## config.mk

```make
export PLATFORM = sky130hd
export DESIGN_NAME = alr_result_port
export DESIGN_NICKNAME = d
export VERILOG_FILES = /design/src/hw/alr_pkg.sv /design/src/hw/alr_result_port.sv
export SDC_FILE = /design/constraint.sdc
export NUM_CORES = 1
export LEC_CHECK = 0
export ABC_AREA = 1
export BUFFER_PORTS_ARGS = -buffer_cell sky130_fd_sc_hd__buf_2
export CAP_MARGIN = 20
export CORE_UTILIZATION = 40
export DETAILED_ROUTE_END_ITERATION = 16
export PLACE_DENSITY = 0.59
export RECOVER_POWER = 100
export SETUP_SLACK_MARGIN = 0.5
export SYNTH_ARGS = -nofsm -noshare
export SYNTH_HDL_FRONTEND = slang
export SYNTH_SLANG_ARGS = --single-unit
```

## constraint.sdc

```tcl
create_clock -name core_clk -period 3.3 [get_ports core_clk]
set_clock_uncertainty 0.2 [all_clocks]
set_input_delay 0.33 -clock core_clk [delete_from_list [all_inputs] [get_ports core_clk]]
set_output_delay 0.33 -clock core_clk [all_outputs]
set_load 0.005 [all_outputs]
```

## src/hw/alr_pkg.sv

```systemverilog
package alr_pkg;

  localparam int          WORD_W         = 16;
  localparam int          ADDR_W         = 8;
  localparam int          PORT_W         = 6;
  localparam int          DEPTH          = 16;
  localparam int          PTR_W          = 4;
  localparam int          CNT_W          = 5;
  localparam logic [CNT_W-1:0] DEPTH_CNT = 5'h10;

  // Host register offsets on the processor port.
  localparam logic [ADDR_W-1:0] OFF_RESULT_STATUS = 8'h00;
  localparam logic [ADDR_W-1:0] OFF_RESULT_WORD   = 8'h01;
  localparam logic [ADDR_W-1:0] OFF_RESULT_CTRL   = 8'h02;

  // Status and control field positions and reset values.
  localparam int               STAT_PEND_BIT  = 0;
  localparam int               STAT_CNT_LSB   = 8;
  localparam int               CTRL_IRQ_BIT   = 0;
  localparam logic             CTRL_IRQ_RST   = 1'b0;
  localparam logic [WORD_W-1:0] WORD_RST      = 16'h0000;

  // Settling time of result_valid after a next strobe.
  localparam int CLK_PERIOD_PS = 5000;
  localparam int SETTLE_NS     = 140;
  localparam int SETTLE_CYC    = (SETTLE_NS * 1000) / CLK_PERIOD_PS;

  typedef enum logic [1:0] {
    ALR_TYPE_BCAST = 2'h0,
    ALR_TYPE_MCAST = 2'h1,
    ALR_TYPE_UCAST = 2'h2
  } alr_type_t;

  // Result word layout, identical on the bus and in the host register.
  typedef struct packed {
    logic [PORT_W-1:0] src_port;
    alr_type_t         frame_type;
    logic              da_match;
    logic [PORT_W-1:0] dst_port;
    logic              same_port;
  } alr_result_t;

  // Outcome of one frame's lookups, from the lookup engine.
  typedef struct packed {
    logic [PORT_W-1:0] src_port;
    alr_type_t         frame_type;
    logic              da_match;
    logic [PORT_W-1:0] dst_port;
  } alr_lookup_t;

  typedef struct packed {
    logic              cs_n;
    logic              write_n;
    logic [ADDR_W-1:0] addr;
    logic [WORD_W-1:0] wdata;
  } alr_host_req_t;

  typedef enum logic [1:0] {
    ALR_HOST_IDLE = 2'b00,
    ALR_HOST_ACT  = 2'b01,
    ALR_HOST_HOLD = 2'b11
  } alr_host_state_t;

endpackage

```

## src/hw/alr_result_port.sv

```systemverilog
// Behaviour
// - One result word is queued for every frame whose lookups completed.
// - Port has sixteen data bits, valid output, select and next inputs.
// - result_valid stays high while any result word is pending.
// - result_select enables the result bus driver; otherwise bus floats.
// - A next strobe with select high advances to the following word.
// - With words remaining, result_valid stays high within 140 ns.
// - Consuming the last word drops result_valid within 140 ns.
// - A next strobe is ignored unless result_select is high.
// - Each word leaves by exactly one path, port or host register.
// - Host result word has the same bit layout as the bus.
// - Bits 15:10 carry the receiving port.
// - Bits 9:8 give frame type: broadcast, multicast or unicast.
// - Bit 7 flags a destination match, only for unicast frames.
// - With a match, bits 6:1 give the forwarding port.
// - Bit 0 is set after a match when destination equals source.
// - A status register shows whether result words are pending.
// - Each host read of the result word returns the next word.
// - With interrupts enabled, host_interrupt_n stays low while words pend.
`timescale 1ns/1ps
module alr_result_port
  import alr_pkg::*;
(
  input  wire logic            core_clk,
  input  wire logic            rst,
  input  wire logic            lookup_valid,
  input  wire alr_lookup_t     lookup_res,
  output logic                 lookup_ready,
  input  wire logic            result_select,
  input  wire logic            result_next,
  output logic [WORD_W-1:0]    result_bus_o,
  output logic                 result_bus_oe,
  output logic                 result_valid,
  input  wire alr_host_req_t   host_req,
  output logic [WORD_W-1:0]    host_rdata,
  output logic                 host_data_oe,
  output logic                 host_rdy,
  output logic                 host_interrupt_n
);

  logic [WORD_W-1:0] mem_q [DEPTH];
  logic              sel_s1_q, sel_s2_q;
  logic              nxt_s1_q, nxt_s2_q, nxt_s3_q;
  alr_host_req_t     host_s1_q, host_s2_q;
  alr_host_state_t   hst_q, hst_d;
  logic [PTR_W-1:0]  rd_ptr_q, rd_ptr_d, wr_ptr_q, wr_ptr_d;
  logic [CNT_W-1:0]  cnt_q, cnt_d;
  logic              irq_en_q, irq_en_d;
  logic [WORD_W-1:0] bus_q, bus_d, rdata_q, rdata_d;
  logic              valid_q, valid_d, ready_q, ready_d;
  logic              oe_q, oe_d, hoe_q, hoe_d, rdy_q, rdy_d;
  logic              irq_n_q, irq_n_d;
  logic              push, port_pop, host_pop, pop, host_act;
  alr_result_t       new_word;
  logic [WORD_W-1:0] stat_word;
  alr_result_t       bus_view;

  // Pins from the switch hardware and the host cross into core_clk here.
  always_ff @(posedge core_clk or posedge rst) begin
    if (rst) begin
      sel_s1_q  <= 1'b0;
      sel_s2_q  <= 1'b0;
      nxt_s1_q  <= 1'b0;
      nxt_s2_q  <= 1'b0;
      nxt_s3_q  <= 1'b0;
      host_s1_q <= '{cs_n: 1'b1, write_n: 1'b1, addr: 8'h00, wdata: 16'h0000};
      host_s2_q <= '{cs_n: 1'b1, write_n: 1'b1, addr: 8'h00, wdata: 16'h0000};
    end else begin
      sel_s1_q  <= result_select;
      sel_s2_q  <= sel_s1_q;
      nxt_s1_q  <= result_next;
      nxt_s2_q  <= nxt_s1_q;
      nxt_s3_q  <= nxt_s2_q;
      host_s1_q <= host_req;
      host_s2_q <= host_s1_q;
    end
  end

  always_comb begin
    // Match, forwarding port and same-port flag only mean something for
    // a unicast hit, so they read as zero otherwise.
    new_word            = '0;
    new_word.src_port   = lookup_res.src_port;
    new_word.frame_type = lookup_res.frame_type;
    new_word.da_match   = lookup_res.da_match &&
                          (lookup_res.frame_type == ALR_TYPE_UCAST);
    if (new_word.da_match) begin
      new_word.dst_port  = lookup_res.dst_port;
      new_word.same_port = (lookup_res.dst_port ==
                            lookup_res.src_port);
    end
    stat_word                              = '0;
    stat_word[STAT_CNT_LSB +: CNT_W]       = cnt_q;
    stat_word[STAT_PEND_BIT]               = (cnt_q != '0);

    push     = lookup_valid && ready_q;
    // Rising edge of next, gated by select, takes one word.
    port_pop = sel_s2_q && nxt_s2_q && !nxt_s3_q &&
               (cnt_q != '0);
    // A host access that collides with a port pop waits a cycle, so a
    // word is never handed to both paths.
    host_act = (hst_q == ALR_HOST_ACT) && !port_pop;
    host_pop = host_act && host_s2_q.write_n &&
               (host_s2_q.addr == OFF_RESULT_WORD) &&
               (cnt_q != '0);
    pop      = port_pop || host_pop;

    wr_ptr_d = push ? wr_ptr_q + 1'b1 : wr_ptr_q;
    rd_ptr_d = pop ? rd_ptr_q + 1'b1 : rd_ptr_q;
    cnt_d    = cnt_q + CNT_W'(push) - CNT_W'(pop);

    hst_d    = hst_q;
    irq_en_d = irq_en_q;
    rdata_d  = rdata_q;
    case (hst_q)
      ALR_HOST_IDLE: begin
        if (!host_s2_q.cs_n) begin
          hst_d = ALR_HOST_ACT;
        end
      end
      ALR_HOST_ACT: begin
        if (host_act) begin
          hst_d = ALR_HOST_HOLD;
          if (!host_s2_q.write_n) begin
            if (host_s2_q.addr == OFF_RESULT_CTRL) begin
              irq_en_d = host_s2_q.wdata[CTRL_IRQ_BIT];
            end
          end else begin
            case (host_s2_q.addr)
              OFF_RESULT_STATUS: rdata_d = stat_word;
              OFF_RESULT_WORD:   rdata_d = (cnt_q != '0) ?
                                 mem_q[rd_ptr_q] : WORD_RST;
              OFF_RESULT_CTRL: begin
                rdata_d               = '0;
                rdata_d[CTRL_IRQ_BIT] = irq_en_q;
              end
              default:           rdata_d = '0;
            endcase
          end
        end
      end
      ALR_HOST_HOLD: begin
        if (host_s2_q.cs_n) begin
          hst_d = ALR_HOST_IDLE;
        end
      end
      default: hst_d = ALR_HOST_IDLE;
    endcase

    // The head is bypassed from the incoming word when the queue is empty,
    // since the array write lands only at the clock edge.
    if (cnt_d == '0) begin
      bus_d = WORD_RST;
    end else if (push && (rd_ptr_d == wr_ptr_q)) begin
      bus_d = new_word;
    end else begin
      bus_d = mem_q[rd_ptr_d];
    end
    valid_d = (cnt_d != '0);
    ready_d = (cnt_d != DEPTH_CNT);
    oe_d    = sel_s2_q;
    hoe_d   = (hst_d == ALR_HOST_HOLD) && host_s2_q.write_n &&
              !host_s2_q.cs_n;
    rdy_d   = (hst_d == ALR_HOST_HOLD) && !host_s2_q.cs_n;
    irq_n_d = !(irq_en_d && (cnt_d != '0));
  end

  always_ff @(posedge core_clk) begin
    if (push) begin
      mem_q[wr_ptr_q] <= new_word;
    end
  end

  always_ff @(posedge core_clk or posedge rst) begin
    if (rst) begin
      hst_q    <= ALR_HOST_IDLE;
      rd_ptr_q <= '0;
      wr_ptr_q <= '0;
      cnt_q    <= '0;
      irq_en_q <= CTRL_IRQ_RST;
      bus_q    <= WORD_RST;
      rdata_q  <= WORD_RST;
      valid_q  <= 1'b0;
      ready_q  <= 1'b0;
      oe_q     <= 1'b0;
      hoe_q    <= 1'b0;
      rdy_q    <= 1'b0;
      irq_n_q  <= 1'b1;
    end else begin
      hst_q    <= hst_d;
      rd_ptr_q <= rd_ptr_d;
      wr_ptr_q <= wr_ptr_d;
      cnt_q    <= cnt_d;
      irq_en_q <= irq_en_d;
      bus_q    <= bus_d;
      rdata_q  <= rdata_d;
      valid_q  <= valid_d;
      ready_q  <= ready_d;
      oe_q     <= oe_d;
      hoe_q    <= hoe_d;
      rdy_q    <= rdy_d;
      irq_n_q  <= irq_n_d;
    end
  end

  assign result_bus_o     = bus_q;
  assign result_bus_oe    = oe_q;
  assign result_valid     = valid_q;
  assign lookup_ready     = ready_q;
  assign host_rdata       = rdata_q;
  assign host_data_oe     = hoe_q;
  assign host_rdy         = rdy_q;
  assign host_interrupt_n = irq_n_q;
  assign bus_view         = alr_result_t'(result_bus_o);

  // The last-word antecedent already spans five of the settling cycles.
  localparam int SETTLE_LIM = SETTLE_CYC - 5;
endmodule

```

==> impl_metrics.toml, run 1 <==
[sta]
max-slew-margin-rel = 0.298
whs_ns = 0.101
fin_crit_sh = 1.01
setup_viol = 15
slew_violations = 0
fin_ws_ns = -0.0293
worst_slew_pin_slew_ns = 1.05
timing_hold_violations_final = 0
period_minus_slack_ns = 3.33
fmax_mhz = 300
rsz0062_at_grt = "yes"

[cells_and_area]
fin_area_um2 = 18900
final_nets = 1785
drive_gt1_frac = 0.158
areaGrowthSynthToFinish_pct = 18.1

[floorplanning]
die_area_um2 = 40900
dieWidth_um = 202
rows = 72
core_um2 = 39100
start_util = 0.410
pin_count = 84
die_h_um = 202

[drt]
via_count = 13700
viasPerCell = 6.00
drc = 0
drt-total-wl_um = 53300
wl_per_cell_um = 23.4
antenna_left = 0
drtPass1Iterations = 6
drtIter0Drc = 1920

[clock_network]
numClockSinks = 337
cts_buffers = 38
cts_buffer_depth = 3
cts_root_buffer = "clkbuf_16"
cts_htree_levels = 2
clk_latency_ns = 0.53
cts_tree = "built"
path_clk_slew_ns = 0.06

[worst_setup_path]
crit_fanout = 15
critical_path_required_ns = 3.51
crit_chain = "inv_1, ha_2, inv_2, nor2_4, nand2_2, nand2_4, nand3_4, o21ai_4, ha_4, inv_2, ha_4, inv_2, fa_2, xnor2_4, nor4_4, nand2_2, buf_12, nand2_1, a21oi_2"
crit_arrival_ns = 3.54
cp_slowest_cell = "fa_2"
crit_path_end_kind = "flop"
ff2ff_path_depth = 19
critical_path_buf_inv_count = 5
crit_family = "adder cells"
regToRegSetupSlack_ns = -0.03
r2r-start = "cnt_q[3]"
criticalPathCategory = "reg2reg"
startpoint_type = "flop"
timing.rr.end = "result_bus_o[9]"
crit_end = "result_bus_o[9]"
crit_cells = 19
crit_path_max_incr_delay_ns = 0.44
startpoint = "cnt_q[3]"
critPathMostFrequentCell = "inv_2"

[yosys]
ys_ff_latch = 337
synthAdderAreaFrac = 0.00984
synthMuxAreaShare = 0.000625
yosysWarnings = 0
synth-simple-area-share = 0.233
synth-xor-area-share = 0.00820
yosys.area.top_type = "edfxtp_1"
netlist_top_cells_area = "edfxtp_1, dfrtp_1, nand3_1, nand2_1, o21ai_0"
avgSynthCellArea_um2 = 9.80
synth_top_family_by_area = "simple AND/OR/NAND/NOR gates"
yosysTopAreaCellShare = 0.480
yosysSeqAreaShare = 0.606
yosysUniqueCellTypes = 42
synth-compound-area-share = 0.0952
syn_nets = 1693
synthCells = 1635
syn_area_um2 = 16000

[job]
max_cap_viol_count = 0

[global_route]
grt_antenna_before_repair = 1
grt_pass1_vias = 13000
grt.overflow.total = 0
track_usage = 0.259
grt_pass1_wl_um = 79900
grt_max_degree = 99

[placement]
place_congestion = 0.885
place_ws_ns = -0.0888
place_area_um2 = 17400
dp_hpwl_um = 31600
io_buffer_count = 68

[outcome]
outcome = "finished, violations left"
failed_checks = "negative setup slack"

[power]
intPower_mw = 10.2
powerDensity_nw_per_um2 = 918
vdd_drop_max_mv = 0.584
p_seq_frac = 0.320
switching_share = 0.411
p_sw_mw = 7.15
clockPowerShare = 0.240
cellLeakagePower_nw = 7.36
combPwrFrac = 0.441

[min_path]
hp-class = "in2reg"
## per-stage QoR
step                      instances  TNS (ns)  power, mW   util
after CTS                      2266  -0.00782       17.1  0.481
after global placement         2177    -0.270       12.7  0.444
after global routing           2275     -3.24       18.2  0.484
final                          2276    -0.305       17.4  0.484
after floorplan                1635    -0.693       10.0      -
after detailed placement       2177     -1.28       12.8  0.444
## cell usage in the layout, fill, tap and decap left out, types with 3 or more instances in the layout
master and count:
ha_1 8, o221ai_1 22, buf_12 14, buf_4 76
dfstp_2 5, a2bb2oi_1 4, nor2_4 3, clkinv_1 7
o22ai_1 36, nor2_1 129, nor2_2 15, nand2_2 7
a21oi_2 10, nand2_1 267, nand3_4 3, dfrtp_1 73
a21oi_1 26, edfxtp_1 256, inv_2 10, a31oi_1 3
clkbuf_16 43, o21ai_4 3, dlygate4sd3_1 15, clkbuf_1 23
inv_1 45, buf_2 60, nand4_1 27, clkbuf_8 4
o21ai_0 144, xor2_1 12, nand3_1 369
## flip-flops by register name, summed over array words and instances, names as in the netlist
signal            count
sel_s1_q              1
oe_d                  1
host_s2_q            11
hst_q                 2
rd_ptr_q              4
result_bus_oe         1
host_s1_q            11
mem_q               256
cnt_q                 5
lookup_ready          1
host_interrupt_n      1
host_rdy              1
wr_ptr_q              4
irq_en_q              1
nxt_s3_q              1
nxt_s2_q              1
host_data_oe          1
nxt_s1_q              1
result_valid          1
host_rdata           16
result_bus_o         16
## kinds of logic after synthesis
family / Yosys count
buffers and inverters: 181
AO/OA/AOI/OAI: 258
flip-flops: 337
AND/OR/NAND/NOR: 831
multiplexers: 1
XOR/XNOR: 15
adder cells (fa/ha/maj): 12
## worst min-delay path, cell delays in order
cell	delay [ns]
buf_2	0.13
nand2_1	0.12
nand4_1	0.10
nand2_1	0.08
a21oi_2	0.03
## final cells by class
class	instances	area [um^2]
Tap cell	518	648
Sequential cell	337	9730
Clock inverter	10	68.8
Multi-Input combinational cell	1117	5740
Fill cell	3526	20200
Antenna cell	1	2.50
Inverter	57	216
Clock buffer	60	1180
Timing Repair Buffer	176	1350
## worst min-delay path by stage
stage | start | end | slack (ns) | depth (start not counted)
floorplan | host_s1_q[0] | host_s2_q[0] | 0.13 | 0
global placement | host_s1_q[19] | host_s2_q[19] | 0.13 | 0
detailed placement | rst | host_s1_q[19] | 0.13 | 2
CTS | lookup_res[13] | mem_q[15][14] | 0.01 | 1
global route | lookup_valid | wr_ptr_q[0] | 0.13 | 4
finish | lookup_res[4] | result_bus_o[5] | 0.10 | 5
## power by group through the flow
stage / sequential [mW] / combinational (mW) / clock (mW)
after floorplan: 5.46 / 4.54 / 0
after global placement: 5.61 / 7.11 / 0
after detailed placement: 5.61 / 7.19 / 0
after CTS: 5.53 / 7.31 / 4.22
after global routing: 5.60 / 8.22 / 4.38
final: 5.55 / 7.66 / 4.16
## Yosys cell counts, drive strengths merged
| library cell | n |
|---|---|
| a221o | 2 |
| o2111ai | 2 |
| clkbuf | 68 |
| nand2 | 277 |
| a2bb2oi | 4 |
| inv | 57 |
| xor2 | 12 |
| mux2i | 1 |
| nand3 | 372 |
| nor3 | 3 |
| nor4 | 4 |
| ha | 11 |
| buf | 56 |
| o21ai | 151 |
| edfxtp | 256 |
| fa | 1 |
| nor2 | 147 |
| or2 | 1 |
| a31oi | 3 |
| nand4 | 27 |
| a32oi | 1 |
| o221ai | 22 |
| o22ai | 36 |
| xnor2 | 3 |
| dfrtp | 76 |
| a21oi | 37 |
| dfstp | 5 |
## per-layer routing
metal  GRT usage  part of all wire
met5           0           0.00024
met4       0.118             0.044
met3      0.0490              0.12
met2       0.397              0.44
met1       0.357              0.40
## repair_timing
action / in CTS / in global routing
hold endpoints to repair: 51 / 0
hold buffers: 15 / 0
cloned: 0 / 0
gates resized for setup: 9 / 13
pin swaps: 2 / 7
endpoints found under the setup margin: 20 / 20
buffers inserted: 4 / 9
Power figures use the tool's default switching activity.
==> run 2, diff against run 1 <==
BUFFER_PORTS_ARGS = default   (was -buffer_cell sky130_fd_sc_hd__buf_2)
CTS_BUF_LIST = sky130_fd_sc_hd__clkbuf_4 sky130_fd_sc_hd__clkbuf_8   (was default)
DONT_BUFFER_PORTS = 1   (was default)
PLACE_DENSITY = 0.57   (was 0.59)
==> impl_metrics.toml, run 2 (synthesized netlist as in run 1, its figures left out) <==
[worst_setup_path]
crit_arrival_ns = 3.70
crit_path_end_kind = "flop"
criticalPathCategory = "reg2reg"
crit_chain = "inv_2, ha_4, inv_2, nor2_2, nand2_2, nand2_4, nand3_4, o21ai_4, ha_4, inv_2, ha_4, inv_2, fa_2, xnor2_2, nor4_4, nand2_2, clkbuf_16, buf_6"
cp_slowest_cell = "fa_2"
startpoint_type = "flop"
crit_fanout = 8
critPathMostFrequentCell = "inv_2"
critical_path_required_ns = 3.62
crit_path_max_incr_delay_ns = 0.41

[drt]
antenna_left = 0
wl_met3_um = 6250
drtIter0Drc = 1617
dr.max_layer_used = "met4"
via_count = 13500
drc = 0
drtPass1Iterations = 7
wirelength_met1_um = 22100
met2_length_um = 24900
drt-total-wl_um = 55300
viasPerCell = 5.96
wl_per_cell_um = 24.5

[sta]
period_minus_slack_ns = 3.38
max-slew-margin-rel = -0.398
timing_hold_violations_final = 0
setup_viol = 18
slew_violations = 47
worst_slew_pin_slew_ns = 2.09
fin_crit_sh = 1.02
tns_ns = -0.921
fin_ws_ns = -0.0798
fmax_mhz = 296
rsz0062_at_grt = "yes"

[cells_and_area]
top_register = "mem_q"
multi_input_area_um2 = 5830
seq_area_um2 = 9730
layout_common_cells = "nand3_1, edfxtp_1, nand2_1"
areaGrowthSynthToFinish_pct = 18.0
largest_reg_flops = 256
drive_gt1_frac = 0.159
final_nets = 1750
layout_commonest_cell = "nand3_1"
fillers = 3523
fin_area_um2 = 18900

[floorplanning]
die_area_um2 = 40900
die_h_um = 202
rows = 72
pin_count = 84
start_util = 0.410
core_um2 = 39100
dieWidth_um = 202

[global_route]
grt_antenna_before_repair = 2
grt_pass1_vias = 13200
grt_max_degree = 77
track_usage = 0.270
grt.overflow.total = 0
grt_pass1_wl_um = 82300

[power]
vdd_drop_max_mv = 0.412
cellLeakagePower_nw = 7.23
powerDensity_nw_per_um2 = 913

[placement]
place_area_um2 = 17100
dp_hpwl_um = 32000
place_congestion = 0.891
io_buffer_count = 0

[clock_network]
path_clk_slew_ns = 0.06
cts_buffer_depth = 3
numClockSinks = 337
cts_tree = "built"
cts_buffers = 58
cts_root_buffer = "clkbuf_8"
clk_latency_ns = 0.63
cts_htree_levels = 2

[outcome]
failed_checks = "max-capacitance violations, max-slew violations, negative setup slack"
outcome = "finished, violations left"

[min_path]
hp-class = "in2reg"

[job]
max_cap_viol_count = 1
[run 2: changes by cell type in the layout (fill, tap and decap cells not counted), sizes merged]
cell           previous run  this run
buf                     151        86
clkbuf                   70        91
dlygate4sd3              15        28
clkinv                    9        20
bufinv                    1         2
clkdlybuf4s25             0         1
diode                     1         2
[run 2: through the flow]
| stage | instances | util | setup slack, ns | hold WS, ns | power, mW |
|---|---|---|---|---|---|
| final | 2259 | 0.484 | -0.0798 | 0.0675 | 17.3 |
| after global routing | 2258 | 0.484 | -0.186 | 0.0534 | 18.1 |
| after CTS | 2251 | 0.478 | 0.0208 | 0.0459 | 16.8 |
| after detailed placement | 2103 | 0.437 | -0.142 | 0.135 | 12.7 |
| after global placement | 2103 | 0.437 | -0.127 | 0.135 | 12.6 |
| after floorplan | 1635 | - | -0.0866 | 0.131 | 10.0 |
[run 2: area by class of cell]
class,count,area share
diodes,2,0.000265
clock buffers,85,0.0542
clock inverters,22,0.00814
inverters,57,0.0116
multi-input cells,1117,0.308
flip-flops and latches,337,0.514
well taps,518,0.0343
repair buffers,121,0.0691
[run 2: report_power, final]
part	switching (mW)	total, mW	internal, mW
clock network	1.71	3.86	2.15
registers	0.375	5.54	5.17
logic	5.23	7.86	2.63
[run 2: repair_timing]
item                       in CTS  in global routing
pin swaps                       2                 16
resized for setup               6                 47
setup endpoints to repair      20                116
gates cloned                    0                  2
setup buffers                  11                  4
hold endpoints to repair      200                  0
hold buffers                   30                  0
[run 2: layer usage]
metal | vias up | GRT usage
li1 | 5968 | -
met2 | 829 | 0.418
met1 | 6513 | 0.358
met4 | 0 | 0.121
met3 | 144 | 0.0684
met5 | - | 0
[run 2: path summary, 6_finish.rpt]
kind | from | endpoint | slack, ns | cells after the start
max in group asynchronous | rst | rd_ptr_q[1] | 0.99 | 3
setup reg to reg | cnt_q[3] | result_valid | -0.08 | 18
hold reg to reg | host_s1_q[20] | host_s2_q[20] | 0.15 | 0
setup / recovery | cnt_q[3] | result_valid | -0.08 | 18
min in group asynchronous | rst | host_s1_q[21] | 0.51 | 2
hold / removal | host_req[24] | host_s1_q[24] | 0.07 | 1
[run 2: worst max-delay path, delay by kind of cell (launching register included)]
family,cells,cell delay (ns)
buffers and inverters,6,0.56
AND/OR/NAND/NOR,6,0.90
adder cells (fa/ha/maj),4,0.89
XOR/XNOR,1,0.18
flip-flops,1,0.39
AO/OA/AOI/OAI,1,0.17
==> run 3, diff against run 2 <==
PLACE_DENSITY = default   (was 0.57)
==> impl_metrics.toml, run 3 (synthesized netlist as in run 1, its figures left out) <==
[cells_and_area]
areaGrowthSynthToFinish_pct = 17.0
largest_reg_flops = 256
layout_commonest_cell = "nand3_1"
post-route-util = 0.480
final_nets = 1748
drive_gt1_frac = 0.157
fillers = 3559
n_antenna_cell = 0
layout_common_cells = "nand3_1, nand2_1, edfxtp_1"
top_register = "mem_q"

[sta]
whs_ns = 0.0659
worst_slew_pin_slew_ns = 2.18
setup_viol = 0
timing_hold_violations_final = 0
slew_violations = 67
fmax_mhz = 305
fin_crit_sh = 0.995
period_minus_slack_ns = 3.28
tns_ns = 0
max-slew-margin-rel = -0.463
fin_ws_ns = 0.0171
rsz0062_at_grt = "yes"

[clock_network]
clk_latency_ns = 0.63
path_clk_slew_ns = 0.07
cts_buffer_depth = 3
cts_buffers = 55
cts_htree_levels = 2
numClockSinks = 337
cts_root_buffer = "clkbuf_8"
cts_tree = "built"

[drt]
drc = 0
via_count = 13500
antenna_left = 0
drt-total-wl_um = 54400
wl_per_cell_um = 24.1
drtIter0Drc = 1761
drtPass1Iterations = 6
viasPerCell = 6.01

[worst_setup_path]
criticalPathCategory = "reg2reg"
crit_path_end_kind = "flop"
critPathMostFrequentCell = "inv_2"
crit_chain = "inv_2, ha_4, inv_2, nor2_4, nand2_4, buf_4, nand3_2, o21ai_4, ha_1, inv_1, ha_2, inv_2, fa_2, inv_2, nor4_4, buf_6, nand2_4, nand2_1, a21oi_2"
startpoint_type = "flop"
cp_slowest_cell = "fa_2"
crit_fanout = 5
crit_path_max_incr_delay_ns = 0.53
critical_path_required_ns = 3.61
crit_arrival_ns = 3.60

[placement]
dp_hpwl_um = 31000
place_ws_ns = -0.149
place_congestion = 0.906
io_buffer_count = 0

[global_route]
grt_pass1_wl_um = 81200
grt_pass1_vias = 13100
grt.overflow.total = 0
grt_antenna_before_repair = 1
grt-busiest-layer = "met2"
met2_usage = 0.416
track_usage = 0.265
grtUsageMet3 = 0.0563
grtUsageMet1 = 0.356
grt_max_degree = 104

[power]
cellLeakagePower_nw = 7.18
clockPowerShare = 0.223
powerDensity_nw_per_um2 = 918
p_sw_mw = 7.36
vdd_drop_max_mv = 0.435
combPwrFrac = 0.455
p_seq_frac = 0.323
switching_share = 0.427
intPower_mw = 9.86
finalPower_mw = 17.2

[outcome]
failed_checks = "max-capacitance violations, max-slew violations"
outcome = "finished, violations left"

[floorplanning]
dieWidth_um = 202
pin_count = 84
rows = 72
start_util = 0.410
die_area_um2 = 40900
die_h_um = 202
core_um2 = 39100

[job]
max_cap_viol_count = 2

[min_path]
hp-class = "in2reg"
## run 3: stage by stage
step | cell area, um^2 | instances
6_report | 18800 | 2253
5_1_grt | 18800 | 2253
4_1_cts | 18700 | 2250
3_5_place_dp | 17000 | 2103
3_3_place_gp | 17000 | 2103
2_1_floorplan | 16000 | 1635
## run 3: cell type report
class,instances,area [um^2],share of cell area
Clock inverter,22,178,0.00947
Timing Repair Buffer,119,1170,0.0623
Multi-Input combinational cell,1120,5830,0.311
Tap cell,518,648,0.0345
Clock buffer,80,995,0.0530
Inverter,57,218,0.0116
Sequential cell,337,9730,0.518
## run 3: power by group through the flow
stage | combinational [mW] | clock [mW] | sequential [mW]
floorplan | 4.54 | 0 | 5.46
global placement | 6.82 | 0 | 5.61
detailed placement | 6.96 | 0 | 5.62
CTS | 7.40 | 3.89 | 5.54
global route | 8.36 | 4.05 | 5.61
finish | 7.83 | 3.84 | 5.56
## run 3: timing repair
item,4_1_cts,5_1_grt
resized for setup,23,26
setup buffers,13,2
hold buffers,30,0
pin swaps,8,9
hold endpoints to repair,205,0
endpoints found under the setup margin,20,120
cloned,2,1
## run 3: path summary, 6_finish.rpt
check / cells after the start / slack (ns) / start / to
setup / recovery: 19 / 0.02 / cnt_q[3] / result_bus_o[11]
hold / removal: 1 / 0.07 / host_req[18] / host_s1_q[18]
setup reg to reg: 19 / 0.02 / cnt_q[3] / result_bus_o[11]
hold reg to reg: 0 / 0.15 / host_s1_q[0] / host_s2_q[0]
max in group asynchronous: 3 / 0.76 / rst / hst_q[1]
min in group asynchronous: 2 / 0.54 / rst / host_s1_q[22]
## run 3: routing by layer
metal	up-vias	share of wire
met5	-	0.00022
met4	2	0.042
met1	6491	0.40
li1	5957	-
met2	910	0.45
met3	181	0.11
## run 3: worst max-delay path: cells and delay by family, from the launching register on
| family | cells | cell delay, ns |
|---|---|---|
| adder cells (fa/ha/maj) | 4 | 1.08 |
| AND/OR/NAND/NOR | 6 | 0.76 |
| buffers and inverters | 7 | 0.62 |
| flip-flops | 1 | 0.39 |
| AO/OA/AOI/OAI | 2 | 0.11 |
